==> config.mk <==
export PLATFORM = sky130hd
export DESIGN_NAME = cowl_top
export DESIGN_NICKNAME = d
export VERILOG_FILES = /design/src/core/cowl_pkg.sv /design/src/core/cowl_top.sv
export SDC_FILE = /design/constraint.sdc
export NUM_CORES = 1
export LEC_CHECK = 0
export BUFFER_PORTS_ARGS = -buffer_cell sky130_fd_sc_hd__buf_2
export CORE_ASPECT_RATIO = 0.8
export CORE_MARGIN = 4
export CORE_UTILIZATION = 25
export DETAILED_ROUTE_END_ITERATION = 10
export PLACE_DENSITY = 0.44
export SYNTH_ARGS = -nofsm -noshare
export SYNTH_HDL_FRONTEND = slang
export SYNTH_SLANG_ARGS = --single-unit
==> constraint.sdc <==
create_clock -name CLOCK -period 1.8 [get_ports CLOCK]
set_input_delay 0.09 -clock CLOCK [delete_from_list [all_inputs] [get_ports CLOCK]]
set_output_delay 0.09 -clock CLOCK [all_outputs]
set_load 0.01 [all_outputs]
==> src/core/cowl_pkg.sv <==
// Constants for the comparator output and window logic
package cowl_pkg;
  localparam logic [2:0] OFS_CTRLA   = 3'h0;
  localparam logic [2:0] OFS_CTRLB   = 3'h1;
  localparam logic [2:0] OFS_MUXCTRL = 3'h2;
  localparam logic [2:0] OFS_REF     = 3'h5;
  localparam logic [2:0] OFS_INTCTRL = 3'h6;
  localparam logic [2:0] OFS_STATUS  = 3'h7;
  // Control A fields
  localparam int B_EN     = 0;
  localparam int B_HYS    = 1;
  localparam int B_PWR    = 3;
  localparam int B_PADEN  = 6;
  localparam int B_STDBY  = 7;
  // Mux control fields
  localparam int B_NEG    = 0;
  localparam int B_POS    = 3;
  localparam int B_INIT   = 6;
  localparam int B_INV    = 7;
  // Interrupt control fields
  localparam int B_IEN    = 0;
  localparam int B_MODE   = 4;
  // Status fields
  localparam int B_IF     = 0;
  localparam int B_MATCH  = 4;
  localparam int B_WPOS   = 6;
  // Window partner codes
  localparam logic [1:0] WIN_OFF  = 2'h0;
  localparam logic [1:0] WIN_UP1  = 2'h1;
  localparam logic [1:0] WIN_UP2  = 2'h2;
  // Trigger condition codes, window mode
  localparam logic [1:0] TC_ABOVE   = 2'h0;
  localparam logic [1:0] TC_INSIDE  = 2'h1;
  localparam logic [1:0] TC_BELOW   = 2'h2;
  localparam logic [1:0] TC_OUTSIDE = 2'h3;
  // Trigger condition codes, normal mode
  localparam logic [1:0] TC_BOTH    = 2'h0;
  localparam logic [1:0] TC_RISE    = 2'h2;
  localparam logic [1:0] TC_FALL    = 2'h3;
  // Window position flag codes
  localparam logic [1:0] WP_ABOVE  = 2'h0;
  localparam logic [1:0] WP_INSIDE = 2'h1;
  localparam logic [1:0] WP_BELOW  = 2'h2;
  // Start-up time of the comparator after enable
  localparam int STARTUP_NS     = 1000;
  localparam int CLK_PERIOD_NS  = 8;
  localparam int STARTUP_CYC    = (STARTUP_NS + CLK_PERIOD_NS - 1) / CLK_PERIOD_NS;
  localparam int STARTUP_W      = 8;
  typedef enum logic [2:0] {
    ST_OFF   = 3'b001,
    ST_START = 3'b010,
    ST_RUN   = 3'b100
  } cowl_state_e;
endpackage : cowl_pkg

==> src/core/cowl_top.sv <==
// Comparator output, window and event logic with its register file
//
// Operation
// (RULE1) Raw result one when positive above negative
// (RULE2) Pin level is result XOR inversion bit
// (RULE3) Start-up output takes the start level bit
// (RULE4) Hysteresis select drives two-bit front-end code
// (RULE5) Positive picks pins; negative also picks reference
// (RULE6) Reference equals register over 256 times Vref
// (RULE7) Power profile field trades current for speed
// (RULE8) Window partner select; zero disables window
// (RULE9) Software sets matching positive inputs, limits
// (RULE10) Window flags report above, inside, below
// (RULE11) Four window trigger conditions for irq, event
// (RULE12) Outside means above or below window
// (RULE13) Match state one when condition holds
// (RULE14) Interrupt only while enable bit set
// (RULE15) Level event follows output level; in window mode it follows the match state instead
// (RULE16) Block accepts no incoming events
// (RULE17) Software selects inputs before enabling
// (RULE18) Pin driven only when pad enable set
// (RULE19) Software configures pin as port output
// (RULE20) Code one pairs n+1, two n+2
// (RULE21) Normal mode edge select rising, falling, both
// (RULE22) Interrupt held until software clears flag
// (RULE23) Result synchronised before edge and flag logic
`timescale 1ns/100ps
`default_nettype none
module cowl_top
  import cowl_pkg::*;
(
  input  wire logic       CLOCK,
  input  wire logic       ARST_N,
  input  wire logic [2:0] ADDR,
  input  wire logic [7:0] WDATA,
  input  wire logic       WR,
  input  wire logic       RD,
  output logic      [7:0] RDATA,
  input  wire logic       CMP_RAW,
  input  wire logic       PARTNER1_RAW,
  input  wire logic       PARTNER2_RAW,
  output logic            FRONT_ENABLE,
  output logic      [1:0] HYSTERESIS_SELECT,
  output logic      [1:0] POWER_PROFILE,
  output logic      [1:0] POSITIVE_INPUT_SELECT,
  output logic      [1:0] NEGATIVE_INPUT_SELECT,
  output logic      [7:0] SCALED_REFERENCE_LEVEL,
  output logic            RUN_IN_STANDBY,
  output logic            OUT_O,
  output logic            OUT_OE,
  output logic            LEVEL_EVENT,
  output logic            IRQ
);
  import cowl_pkg::*;

  ////////////////////////////////////////////////////////////////////////////
  // Registers
  logic [7:0] ctrla_reg,   ctrla_next;
  logic [1:0] ctrlb_reg,   ctrlb_next;
  logic [7:0] mux_reg,     mux_next;
  logic [7:0] ref_reg,     ref_next;
  logic [1:0] mode_reg,    mode_next;
  logic       ien_reg,     ien_next;
  logic       flag_reg,    flag_next;
  logic [7:0] rdata_reg,   rdata_next;
  logic [1:0] s1_reg,      s1_next;
  logic [1:0] s2_reg,      s2_next;
  logic       s1b_reg,     s1b_next;
  logic       s2b_reg,     s2b_next;
  logic       res_reg,     res_next;
  logic       cond_reg,    cond_next;
  logic       out_reg,     out_next;
  logic       oe_reg,      oe_next;
  logic       irq_reg,     irq_next;
  logic [1:0] wpos_reg,    wpos_next;
  logic       match_reg,   match_next;
  cowl_state_e             st_reg, st_next;
  logic [STARTUP_W-1:0]    cnt_reg, cnt_next;

  logic       enabled;
  logic       win_on;
  logic       partner;
  logic       final_lvl;
  logic       event_hit;
  logic [1:0] wpos_now;
  logic       match_now;
  logic       res_sync;
  logic       part_sync;

  assign enabled = ctrla_reg[B_EN];
  assign win_on  = (ctrlb_reg == WIN_UP1) || (ctrlb_reg == WIN_UP2); // see (RULE8)
  assign res_sync  = s1b_reg;
  assign part_sync = s2b_reg;

  ////////////////////////////////////////////////////////////////////////////
  // Register file and bus
  always_comb
  begin
    ctrla_next = ctrla_reg;
    ctrlb_next = ctrlb_reg;
    mux_next   = mux_reg;
    ref_next   = ref_reg;
    mode_next  = mode_reg;
    ien_next   = ien_reg;
    rdata_next = 8'h00;
    if (WR)
    begin
      case (ADDR)
        OFS_CTRLA:   ctrla_next = WDATA & 8'hdf;
        OFS_CTRLB:   ctrlb_next = WDATA[1:0];
        OFS_MUXCTRL: mux_next   = WDATA;
        OFS_REF:     ref_next   = WDATA; // see (RULE6)
        OFS_INTCTRL:
        begin
          mode_next = WDATA[B_MODE+:2];
          ien_next  = WDATA[B_IEN];
        end
        default:     ;
      endcase
    end
    if (RD)
    begin
      case (ADDR)
        OFS_CTRLA:   rdata_next = ctrla_reg;
        OFS_CTRLB:   rdata_next = {6'h00, ctrlb_reg};
        OFS_MUXCTRL: rdata_next = mux_reg;
        OFS_REF:     rdata_next = ref_reg;
        OFS_INTCTRL: rdata_next = {2'h0, mode_reg, 3'h0, ien_reg};
        OFS_STATUS:  rdata_next = {wpos_reg, 1'b0, match_reg, 3'h0, flag_reg};
        default:     rdata_next = 8'h00;
      endcase
    end
  end

  ////////////////////////////////////////////////////////////////////////////
  // Synchronisers and start-up sequence state machine
  always_comb
  begin
    s1_next  = {s1_reg[0], CMP_RAW};
    partner  = (ctrlb_reg == WIN_UP2) ? PARTNER2_RAW : PARTNER1_RAW; // see (RULE20)
    s2_next  = {s2_reg[0], partner};
    s1b_next = s1_reg[1]; // see (RULE23)
    s2b_next = s2_reg[1];
    st_next  = st_reg;
    cnt_next = cnt_reg;
    case (st_reg)
      ST_OFF:
      begin
        cnt_next = '0;
        if (enabled)
          st_next = ST_START;
      end
      ST_START:
      begin
        cnt_next = cnt_reg + 1'b1;
        if (!enabled)
          st_next = ST_OFF;
        else if (cnt_reg == STARTUP_W'(STARTUP_CYC - 1))
          st_next = ST_RUN;
      end
      ST_RUN:
      begin
        if (!enabled)
          st_next = ST_OFF;
      end
      default: st_next = ST_OFF;
    endcase
  end

  ////////////////////////////////////////////////////////////////////////////
  // Output level, window position and interrupt flag
  always_comb
  begin
    // Raw input is one only for positive above negative
    // Start level pre-inverted so the pin shows it as written
    if (st_reg == ST_RUN)
      res_next = res_sync; // see (RULE1)
    else
      res_next = mux_reg[B_INIT] ^ mux_reg[B_INV]; // see (RULE3)
    final_lvl = res_reg ^ mux_reg[B_INV]; // see (RULE2)
    out_next = final_lvl;
    oe_next  = ctrla_reg[B_PADEN] && enabled; // see (RULE18)
    // Window position: comparator is upper limit, partner lower
    if (res_sync)
      wpos_now = WP_ABOVE;
    else if (part_sync)
      wpos_now = WP_INSIDE;
    else
      wpos_now = WP_BELOW; // see (RULE10)
    case (mode_reg)
      TC_ABOVE:   match_now = (wpos_now == WP_ABOVE);
      TC_INSIDE:  match_now = (wpos_now == WP_INSIDE);
      TC_BELOW:   match_now = (wpos_now == WP_BELOW);
      TC_OUTSIDE: match_now = (wpos_now != WP_INSIDE); // see (RULE12)
      default:    match_now = 1'b0;
    endcase // see (RULE11)
    wpos_next  = (win_on && st_reg == ST_RUN) ? wpos_now : WP_ABOVE;
    match_next = win_on && st_reg == ST_RUN && match_now; // see (RULE13)
    cond_next  = win_on ? match_next : final_lvl;
    if (win_on)
      event_hit = match_next && !match_reg;
    else
    begin
      case (mode_reg)
        TC_BOTH: event_hit = final_lvl != out_reg;
        TC_RISE: event_hit = final_lvl && !out_reg;
        TC_FALL: event_hit = !final_lvl && out_reg;
        default: event_hit = 1'b0;
      endcase // see (RULE21)
    end
    // Set wins over a clear in the same cycle
    flag_next = flag_reg;
    if (WR && ADDR == OFS_STATUS && WDATA[B_IF])
      flag_next = 1'b0; // see (RULE22)
    if (event_hit && st_reg == ST_RUN)
      flag_next = 1'b1;
    irq_next = flag_next && ien_next; // see (RULE14)
  end

  ////////////////////////////////////////////////////////////////////////////
  // State registers, one process per group
  always_ff @(posedge CLOCK or negedge ARST_N)
  begin
    if (!ARST_N)
    begin
      ctrla_reg <= 8'h00;
      ctrlb_reg <= 2'h0;
      mux_reg   <= 8'h00;
      ref_reg   <= 8'h00;
      mode_reg  <= 2'h0;
      ien_reg   <= 1'b0;
      rdata_reg <= 8'h00;
    end
    else
    begin
      ctrla_reg <= ctrla_next;
      ctrlb_reg <= ctrlb_next;
      mux_reg   <= mux_next;
      ref_reg   <= ref_next;
      mode_reg  <= mode_next;
      ien_reg   <= ien_next;
      rdata_reg <= rdata_next;
    end
  end

  always_ff @(posedge CLOCK or negedge ARST_N)
  begin
    if (!ARST_N)
    begin
      s1_reg    <= 2'h0;
      s2_reg    <= 2'h0;
      s1b_reg   <= 1'b0;
      s2b_reg   <= 1'b0;
      st_reg    <= ST_OFF;
      cnt_reg   <= '0;
    end
    else
    begin
      s1_reg    <= s1_next;
      s2_reg    <= s2_next;
      s1b_reg   <= s1b_next;
      s2b_reg   <= s2b_next;
      st_reg    <= st_next;
      cnt_reg   <= cnt_next;
    end
  end

  always_ff @(posedge CLOCK or negedge ARST_N)
  begin
    if (!ARST_N)
    begin
      res_reg   <= 1'b0;
      cond_reg  <= 1'b0;
      out_reg   <= 1'b0;
      oe_reg    <= 1'b0;
      irq_reg   <= 1'b0;
      wpos_reg  <= 2'h0;
      match_reg <= 1'b0;
      flag_reg  <= 1'b0;
    end
    else
    begin
      res_reg   <= res_next;
      cond_reg  <= cond_next;
      out_reg   <= out_next;
      oe_reg    <= oe_next;
      irq_reg   <= irq_next;
      wpos_reg  <= wpos_next;
      match_reg <= match_next;
      flag_reg  <= flag_next;
    end
  end

  ////////////////////////////////////////////////////////////////////////////
  // Outputs; the block has no event input at all
  assign RDATA                  = rdata_reg;
  assign FRONT_ENABLE           = ctrla_reg[B_EN];
  assign HYSTERESIS_SELECT      = ctrla_reg[B_HYS+:2];      // see (RULE4)
  assign POWER_PROFILE          = ctrla_reg[B_PWR+:2];      // see (RULE7)
  assign POSITIVE_INPUT_SELECT  = mux_reg[B_POS+:2];        // see (RULE5)
  assign NEGATIVE_INPUT_SELECT  = mux_reg[B_NEG+:2];        // see (RULE5)
  assign SCALED_REFERENCE_LEVEL = ref_reg;                  // see (RULE6)
  assign RUN_IN_STANDBY         = ctrla_reg[B_STDBY];
  assign OUT_O                  = out_reg;
  assign OUT_OE                 = oe_reg;
  assign LEVEL_EVENT            = cond_reg;                 // see (RULE15) (RULE16)
  assign IRQ                    = irq_reg;
endmodule : cowl_top
`default_nettype wire

# Yosys cells after proc, flatten, opt, wreduce, memory -nomap -nowiden
# Index checks and enable logic that the tools add are counted.
# Widths: inputs -> output; s select.
# op_classes
addsub,1
eq_ne,21
n_mux,21
bitwise,2
n_reduce_logical,24
# op_table
cell,n
$pmux 8 s6,1
$pmux 8 s2,1
$eq 3x3->1 const B,4
$mux 3,4
$logic_and 1x1->1,10
$reduce_and 2->1,5
$pmux 3 s3,1
$add 8x1->8 const B,1
$eq 2x2->1 const B,4
$eq 8x7->1 const B,1
$mux 1,8
$mux 8,1
$eq 2x1->1 const B,3
$eq 3x1->1 const B,2
$eq 3x2->1 const B,2
$mux 2,3
$logic_not 2->1,2
$ne 2x2->1 const B,2
$pmux 1 s4,1
$logic_not 1->1,3
$logic_not 3->1,1
$ne 3x3->1 const B,1
$pmux 1 s3,1
$reduce_and 3->1,1
other kinds (5),6
# totals
ff_bits,62
input_bits,18
out_inout_bits,30
wordCells,90

# Logic depth before layout (Yosys ltp)
# Gate-level depths: netlist of run 1.
# depth
word_depth,10
depth_mapped,6
ltp_nobuf,6

# Worst setup path before layout of run 1
# OpenSTA, ideal clock, no wires.
# synth_timing
kind,register to register
from,reg ctrlb_reg[0]
to,"reg irq_reg, in the netlist IRQ"
setup_time_ns,0.082
t_arrival_ns,1.538
required_time_ns,1.718
slack_ns,0.180
stages_incl_launch_ff,7
path_buffers,0
synth_period_minus_slack_ns,1.620
path_cell_list,dfrtp_1 > inv_1 > ha_1 > or4b_4 > nor2_1 > o21ai_1 > a31oi_1
# synth_between
elab_chain_len,9
elab_cells_between_ends,10
cone_classes,eq/ne: 2; mux: 2; reduce/logical: 6
# synth_lines
element,line_no,source
start: declaration,cowl_top.sv:59,"logic [1:0] ctrlb_reg, ctrlb_next;"
start signal: assignment,cowl_top.sv:237,ctrlb_reg <= ctrlb_next;
$eq 2x1->1 or $eq 2x2->1 (tied branches),cowl_top.sv:91,assign win_on = (ctrlb_reg == WIN_UP1) || (ctrlb_reg == WIN_UP2);
$logic_or 1x1->1 *,cowl_top.sv:91,
$logic_and 1x1->1 (2 in a row),cowl_top.sv:198,match_next = win_on && st_reg == ST_RUN && match_now;
$logic_and 1x1->1,cowl_top.sv:201,event_hit = match_next && !match_reg;
$mux 1 *,cowl_top.sv:200,if (win_on)
$logic_and 1x1->1 *,cowl_top.sv:215,if (event_hit && st_reg == ST_RUN)
$mux 1 *,cowl_top.sv:215,
$logic_and 1x1->1 *,cowl_top.sv:217,irq_next = flag_next && ien_next;
named net irq_next,cowl_top.sv:74,"logic irq_reg, irq_next;"
end signal: assignment,cowl_top.sv:287,irq_reg <= irq_next;
end: declaration,cowl_top.sv:74,
# Mark *: on every way through the listed nets, which the timed path passes. The rest lies on a longest branch.
# A chain may end at the register's enable or synchronous reset.

# Worst setup path after layout of run 1
# Same ends and word-level chain as after synthesis.

==> results.json, run 1 <==
{
  "rsz0062_at_grt": "false",
  "critPathArrivalTime_ps": 1960,
  "synth_top_area_frac": 0.5148,
  "finalCriticalPeriod_ps": 1708,
  "hold_viol_final": 0,
  "drcViolationCount": 0,
  "place_inst": 445,
  "cts.clk_slew.worst_paths_ps": 60,
  "synth_largest_area_cell": "dfrtp_1",
  "finalNonFillerCells": 467,
  "n_antenna_cell": 0,
  "start_util": 0.2565,
  "clock_latency_ps": 330,
  "worst_pin_slew_ps": 379.8,
  "io_buffers": 47,
  "grt_pass1_wl_um": 11630,
  "period_share": 0.9488,
  "rrSetupSlack_ps": 90,
  "setup_tns_ps": 0,
  "gp_congestion": 0.7839,
  "dieHeight_um": 105.4,
  "regArea_um2": 1553,
  "finClkSkew_ps": 4.030,
  "hp-class": "input port to flop",
  "final-max-slew-violation-count": 0,
  "run_status": "finished clean",
  "drt_pre_antenna_iters": 4,
  "rr_worst_depth": 6,
  "power_leakage_nw": 1.743,
  "antenna_found_initial": 0,
  "fillers": 1193,
  "htree_levels": 3,
  "grt-ovfl-total": 0,
  "ys_seq_elements": 62,
  "die_w_um": 129.8,
  "peakVddDrop_v": 0.0004905,
  "core-area_um2": 11560,
  "post-cts-setup-buffers": 0,
  "grt_pass1_vias": 2179,
  "avgSynthCellArea_um2": 11.58,
  "crit_type": "flop to flop",
  "numCtsBuffers": 9,
  "synth-main-ff-cell": "dfrtp_1",
  "end_kind": "flop",
  "cts_tree": "built",
  "multiInputGateArea_um2": 1275,
  "wl_per_cell_um": 15.52,
  "grt_usage": 0.1103,
  "netlist_area_um2": 2965,
  "ctsRootBufferMaster": "clkbuf_16",
  "io_pins": 48,
  "setup_viol": 0,
  "syn_inst": 256,
  "syn_nets": 284,
  "area_growth_pct": 26.29,
  "power_density_nw_per_um2": 1228,
  "synth_edf_count": 0,
  "maxCapViolations": 0,
  "netlist_top_cells_area": "dfrtp_1, mux2_2, ha_1",
  "max-clock-path-buffers": 2,
  "async_flop_share": 1.000,
  "antenna_left": 0,
  "hpwl_um": 5066,
  "die_area_um2": 13680,
  "slew_headroom": 0.7468,
  "clock.fmax_mhz": 585.5,
  "drt_iter0_markers": 81,
  "whs_path_depth": 2,
  "cts.sinks": 62,
  "cp.required_ps": 2050,
  "vias": 2135,
  "drive_above_1_share": 0.3292,
  "finalNetCount": 342,
  "crit_fanout": 4,
  "via_per_inst": 4.572,
  "seq_area_frac_synth": 0.5236,
  "grt_max_degree": 63,
  "crit_path_start_kind": "flop",
  "rows": 35,
  "drt-total-wl_um": 7246,
  "yosys_warnings": 0,
  "synth_cell_types": 48
}
==> area by class of cell <==
class,instances,area share
Timing Repair Buffer,64,0.1042
Clock inverter,7,0.02005
Tap cell,148,0.04945
Clock buffer,9,0.06014
Sequential cell,62,0.4146
Multi-Input combinational cell,166,0.3405
Inverter,11,0.01103
==> cells in the final DEF (no fill, tap or decap), types with 3 or more instances in the layout <==
cell type | synthesis | routed
ha_1 | 10 | 9
a21oi_1 | 5 | 5
mux2_2 | 22 | 22
mux2_1 | 7 | 7
a22oi_1 | 8 | 8
nor2b_1 | 3 | 3
nand2b_1 | 6 | 6
clkinvlp_4 | 0 | 3
dlygate4sd3_1 | 0 | 6
mux2i_1 | 8 | 8
nor2_1 | 16 | 16
a211oi_1 | 5 | 5
dfrtp_1 | 61 | 61
inv_1 | 11 | 11
nand2_1 | 17 | 17
o21ai_1 | 4 | 4
xnor2_1 | 3 | 3
clkbuf_16 | 0 | 9
o21ai_0 | 10 | 10
buf_4 | 11 | 10
buf_2 | 3 | 47
nand3_1 | 5 | 5
a221oi_1 | 3 | 3
and2_1 | 4 | 4
==> final timing paths <==
path	startpoint	endpoint
worst max register to register	ctrlb_reg[0]$_DFFE_PN0P_	IRQ$_DFF_PN0_
worst min-delay path	WDATA[6]	mux_reg[6]$_DFFE_PN0P_
min in group asynchronous	ARST_N	RDATA[5]$_DFF_PN0_
worst min register to register	s2_reg[1]$_DFF_PN0_	part_sync$_DFF_PN0_
worst max-delay path	ctrlb_reg[0]$_DFFE_PN0P_	IRQ$_DFF_PN0_
max in group asynchronous	ARST_N	st_reg[0]$_DFFE_PN1P_
==> Yosys cell counts, types with 6 or more instances <==
library cell	instances
dfrtp_1	61
mux2_2	22
nand2_1	17
nor2_1	16
buf_4	11
inv_1	11
ha_1	10
o21ai_0	10
a22oi_1	8
mux2i_1	8
mux2_1	7
nand2b_1	6
==> report_power, final <==
group | leakage [nW] | internal, mW | switching, mW
Sequential | 0.781 | 1.64 | 0.232
Combinational | 0.824 | 0.478 | 0.514
Clock | 0.138 | 1.07 | 0.664
Total | 1.74 | 3.19 | 1.41
==> through the flow <==
stage	utilization	worst slack, ps	hold slack [ps]	area [um^2]	total power, mW
2_1_floorplan	-	180.4	-205.6	2965	2.534
3_3_place_gp	0.2917	85.62	133.8	3372	2.864
5_1_grt	0.3239	2.632	15.36	3745	4.891
4_1_cts	0.3228	45.86	1.851	3732	4.670
3_5_place_dp	0.2917	59.39	127.9	3372	2.876
6_report	0.3239	92.08	13.23	3745	4.600
==> critical path, cell delays in order (launching register included) <==
cell     delay (ps)
dfrtp_1         380
inv_1           120
ha_4            230
or4b_4          550
nor2_1          100
o21ai_1          90
a31oi_1         170
==> what timing repair did <==
item / CTS / global route
endpoints found under the hold margin: 65 / 0
setup endpoints to repair: 0 / 1
resized for setup: 0 / 1
hold buffers: 6 / 0
==> logic make-up (layout without fill, tap and decap cells) <==
group	Yosys count	after routing	synth area share
and+or+nand+nor	68	68	0.1274
AOI/OAI and AO/OA	47	47	0.1072
DFF	62	62	0.5236
buffers and inverters	28	91	0.05063
adders and majority gates	10	10	0.04219
muxes	37	37	0.1371
xor gates and xnor gates	4	4	0.01182
==> metal layers <==
| layer | track usage | vias up | wire length (um) |
|---|---|---|---|
| li1 | - | 1026 | - |
| met1 | 0.1512 | 1052 | 3615 |
| met2 | 0.1600 | 46 | 3110 |
| met3 | 0.04458 | 11 | 430 |
| met4 | 0.03116 | 0 | 89 |
| met5 | 0 | - | 0 |
Note: power is estimated with default switching activity, not from simulation.
==> run 2, diff against run 1 <==
PLACE_DENSITY = 0.45   (was 0.44)
clock period = 1.5 ns   (was 1.8 ns; I/O delays follow)
==> run 2 against run 1 <==
Net effect: the run now ends with setup timing left; clock-buffer cell count increased by 1; total power up 35%; non-clock buffer count rose by 24; cell count is 5.1% higher; via count grew 3.8%; global-route usage about the same; cell area is 8.4% higher; hold slack lost 5.8 ps; core utilization rose by 2.7 points; maximum frequency increased by 2.8%; clock skew up 3.1 ps; critical endpoint unchanged; largest power group is now the clock network; highest routed layer unchanged.
==> results.json, run 2 (synthesized netlist as in run 1, its figures left out) <==
{
  "worst_slack_ps": -161.4,
  "cts_tree": "built",
  "antenna_left": 0,
  "critPathArrivalTime_ps": 1900,
  "power_density_nw_per_um2": 1530,
  "wl_per_cell_um": 14.88,
  "cts.clk_slew.worst_paths_ps": 60,
  "multiInputGateArea_um2": 1330,
  "violations": "setup timing",
  "setup_viol": 6,
  "io_buffers": 47,
  "power_frac_comb": 0.231,
  "final-max-slew-violation-count": 0,
  "rows": 35,
  "hp-class": "input port to flop",
  "holdWs_ps": 7.416,
  "grt-ovfl-total": 0,
  "cts.sinks": 62,
  "drcViolationCount": 0,
  "drt-total-wl_um": 7307,
  "antenna_found_initial": 0,
  "rsz0062_at_grt": "true",
  "cp_slowest_cell": "or4b_4",
  "crit_path_start_kind": "flop",
  "finalCriticalPeriod_ps": 1661,
  "max-clock-path-buffers": 2,
  "final_area_um2": 4059,
  "ctsRootBufferMaster": "clkbuf_16",
  "drive_above_1_share": 0.4023,
  "vias": 2217,
  "finClkSkew_ps": 7.116,
  "period_share": 1.108,
  "hpwl_um": 5377,
  "worst_pin_slew_ps": 348.3,
  "grt_pass1_wl_um": 11570,
  "gp_congestion": 0.7607,
  "regArea_um2": 1553,
  "crit_path_max_incr_delay_ps": 560,
  "final_cell_mix": "dfrtp_1, buf_2, buf_4",
  "hold_viol_final": 0,
  "grt_usage": 0.1105,
  "htree_levels": 3,
  "grt_max_degree": 31,
  "whs_path_depth": 2,
  "place_area_um2": 3530,
  "maxCapViolations": 0,
  "dieHeight_um": 105.4,
  "p_seq_frac": 0.354,
  "rrSetupSlack_ps": -160,
  "cp.required_ps": 1740,
  "numCtsBuffers": 9,
  "path_buf_inv": 0,
  "p_int_mw": 4.523,
  "drt_iter0_markers": 106,
  "end_kind": "flop",
  "via_per_inst": 4.515,
  "finalNetCount": 366,
  "crit_fanout": 3,
  "switching_share": 0.2719,
  "final_common_cell": "dfrtp_1",
  "start_util": 0.2565,
  "worstPathCellList": "ha_4, or4b_4, nor2_4, o21ai_2, a31oi_1",
  "rr_worst_depth": 5,
  "die_w_um": 129.8,
  "cpLargestDelayFamily": "simple AND/OR/NAND/NOR gates",
  "crit_cells": 5,
  "clock.fmax_mhz": 601.9,
  "crit_type": "flop to flop",
  "pwr-share-clk": 0.416,
  "slew_headroom": 0.7678,
  "grt_pass1_vias": 2224,
  "n_antenna_cell": 0,
  "core-area_um2": 11560,
  "fillers": 1176,
  "io_pins": 48,
  "clock_latency_ps": 330,
  "power_leakage_nw": 1.904,
  "peakVddDrop_v": 0.0005354,
  "switchingPower_mw": 1.689,
  "area_growth_pct": 36.88,
  "die_area_um2": 13680,
  "run_status": "finished with violations",
  "drt_pre_antenna_iters": 4
}
## run 2: cell types whose count changed in the layout (fill, tap and decap cells not counted), sizes merged
cell,previous run,this run
bufinv,1,4
clkinvlp,3,1
dlygate4sd3,6,9
clkbuf,9,10
clkinv,3,1
buf,58,79
## run 2: layout make-up
class                           instances  area share
Tap cell                              148     0.04562
Clock inverter                          6     0.03268
Clock buffer                           10     0.05888
Sequential cell                        62      0.3826
Timing Repair Buffer                   88      0.1424
Inverter                               11     0.01017
Multi-Input combinational cell        166      0.3277
## run 2: path summary, 6_finish.rpt
check	start	to
max	ctrlb_reg[1]$_DFFE_PN0P_	IRQ$_DFF_PN0_
min	WDATA[7]	mux_reg[7]$_DFFE_PN0P_
max reg2reg	ctrlb_reg[1]$_DFFE_PN0P_	IRQ$_DFF_PN0_
min reg2reg	s2_reg[0]$_DFF_PN0_	s2_reg[1]$_DFF_PN0_
max in group asynchronous	ARST_N	cnt_reg[3]$_DFFE_PN0N_
min in group asynchronous	ARST_N	s1_reg[0]$_DFF_PN0_
## run 2: per-stage QoR
step	util	setup slack [ps]	TNS, ps	cells	power, mW
6_report	0.3511	-161.4	-487.0	491	6.211
3_3_place_gp	0.3053	-103.1	-209.9	465	3.585
5_1_grt	0.3511	-218.6	-866.8	491	6.550
4_1_cts	0.3469	-162.1	-341.2	490	6.258
3_5_place_dp	0.3053	-148.3	-376.6	465	3.598
2_1_floorplan	-	-73.07	-73.07	256	3.053
## run 2: what timing repair did
| item | CTS | global route |
|---|---|---|
| pin swaps | 5 | 6 |
| resized for setup | 4 | 11 |
| endpoints found under the hold margin | 58 | 0 |
| hold buffers | 9 | 0 |
| setup buffers | 0 | 1 |
| endpoints found under the setup margin | 6 | 8 |
## run 2: worst register-to-register path, cell delays in order (launching register included)
cell     delay, ps
dfrtp_1        410
ha_4           250
or4b_4         570
nor2_4         100
o21ai_2         70
a31oi_1        180
## run 2: power groups by stage
stage,logic (mW),clock network [mW],registers [mW]
3_3_place_gp,1.37,0,2.22
6_report,1.43,2.58,2.20
3_5_place_dp,1.38,0,2.22
5_1_grt,1.60,2.71,2.24
4_1_cts,1.41,2.65,2.19
2_1_floorplan,0.844,0,2.21
## run 2: per-layer routing
metal	GRT usage	routed length, um	up-vias
li1	-	-	1065
met1	0.1482	3417	1088
met2	0.1611	3348	50
met3	0.03951	409	14
met4	0.04525	132	0
met5	0	0	-
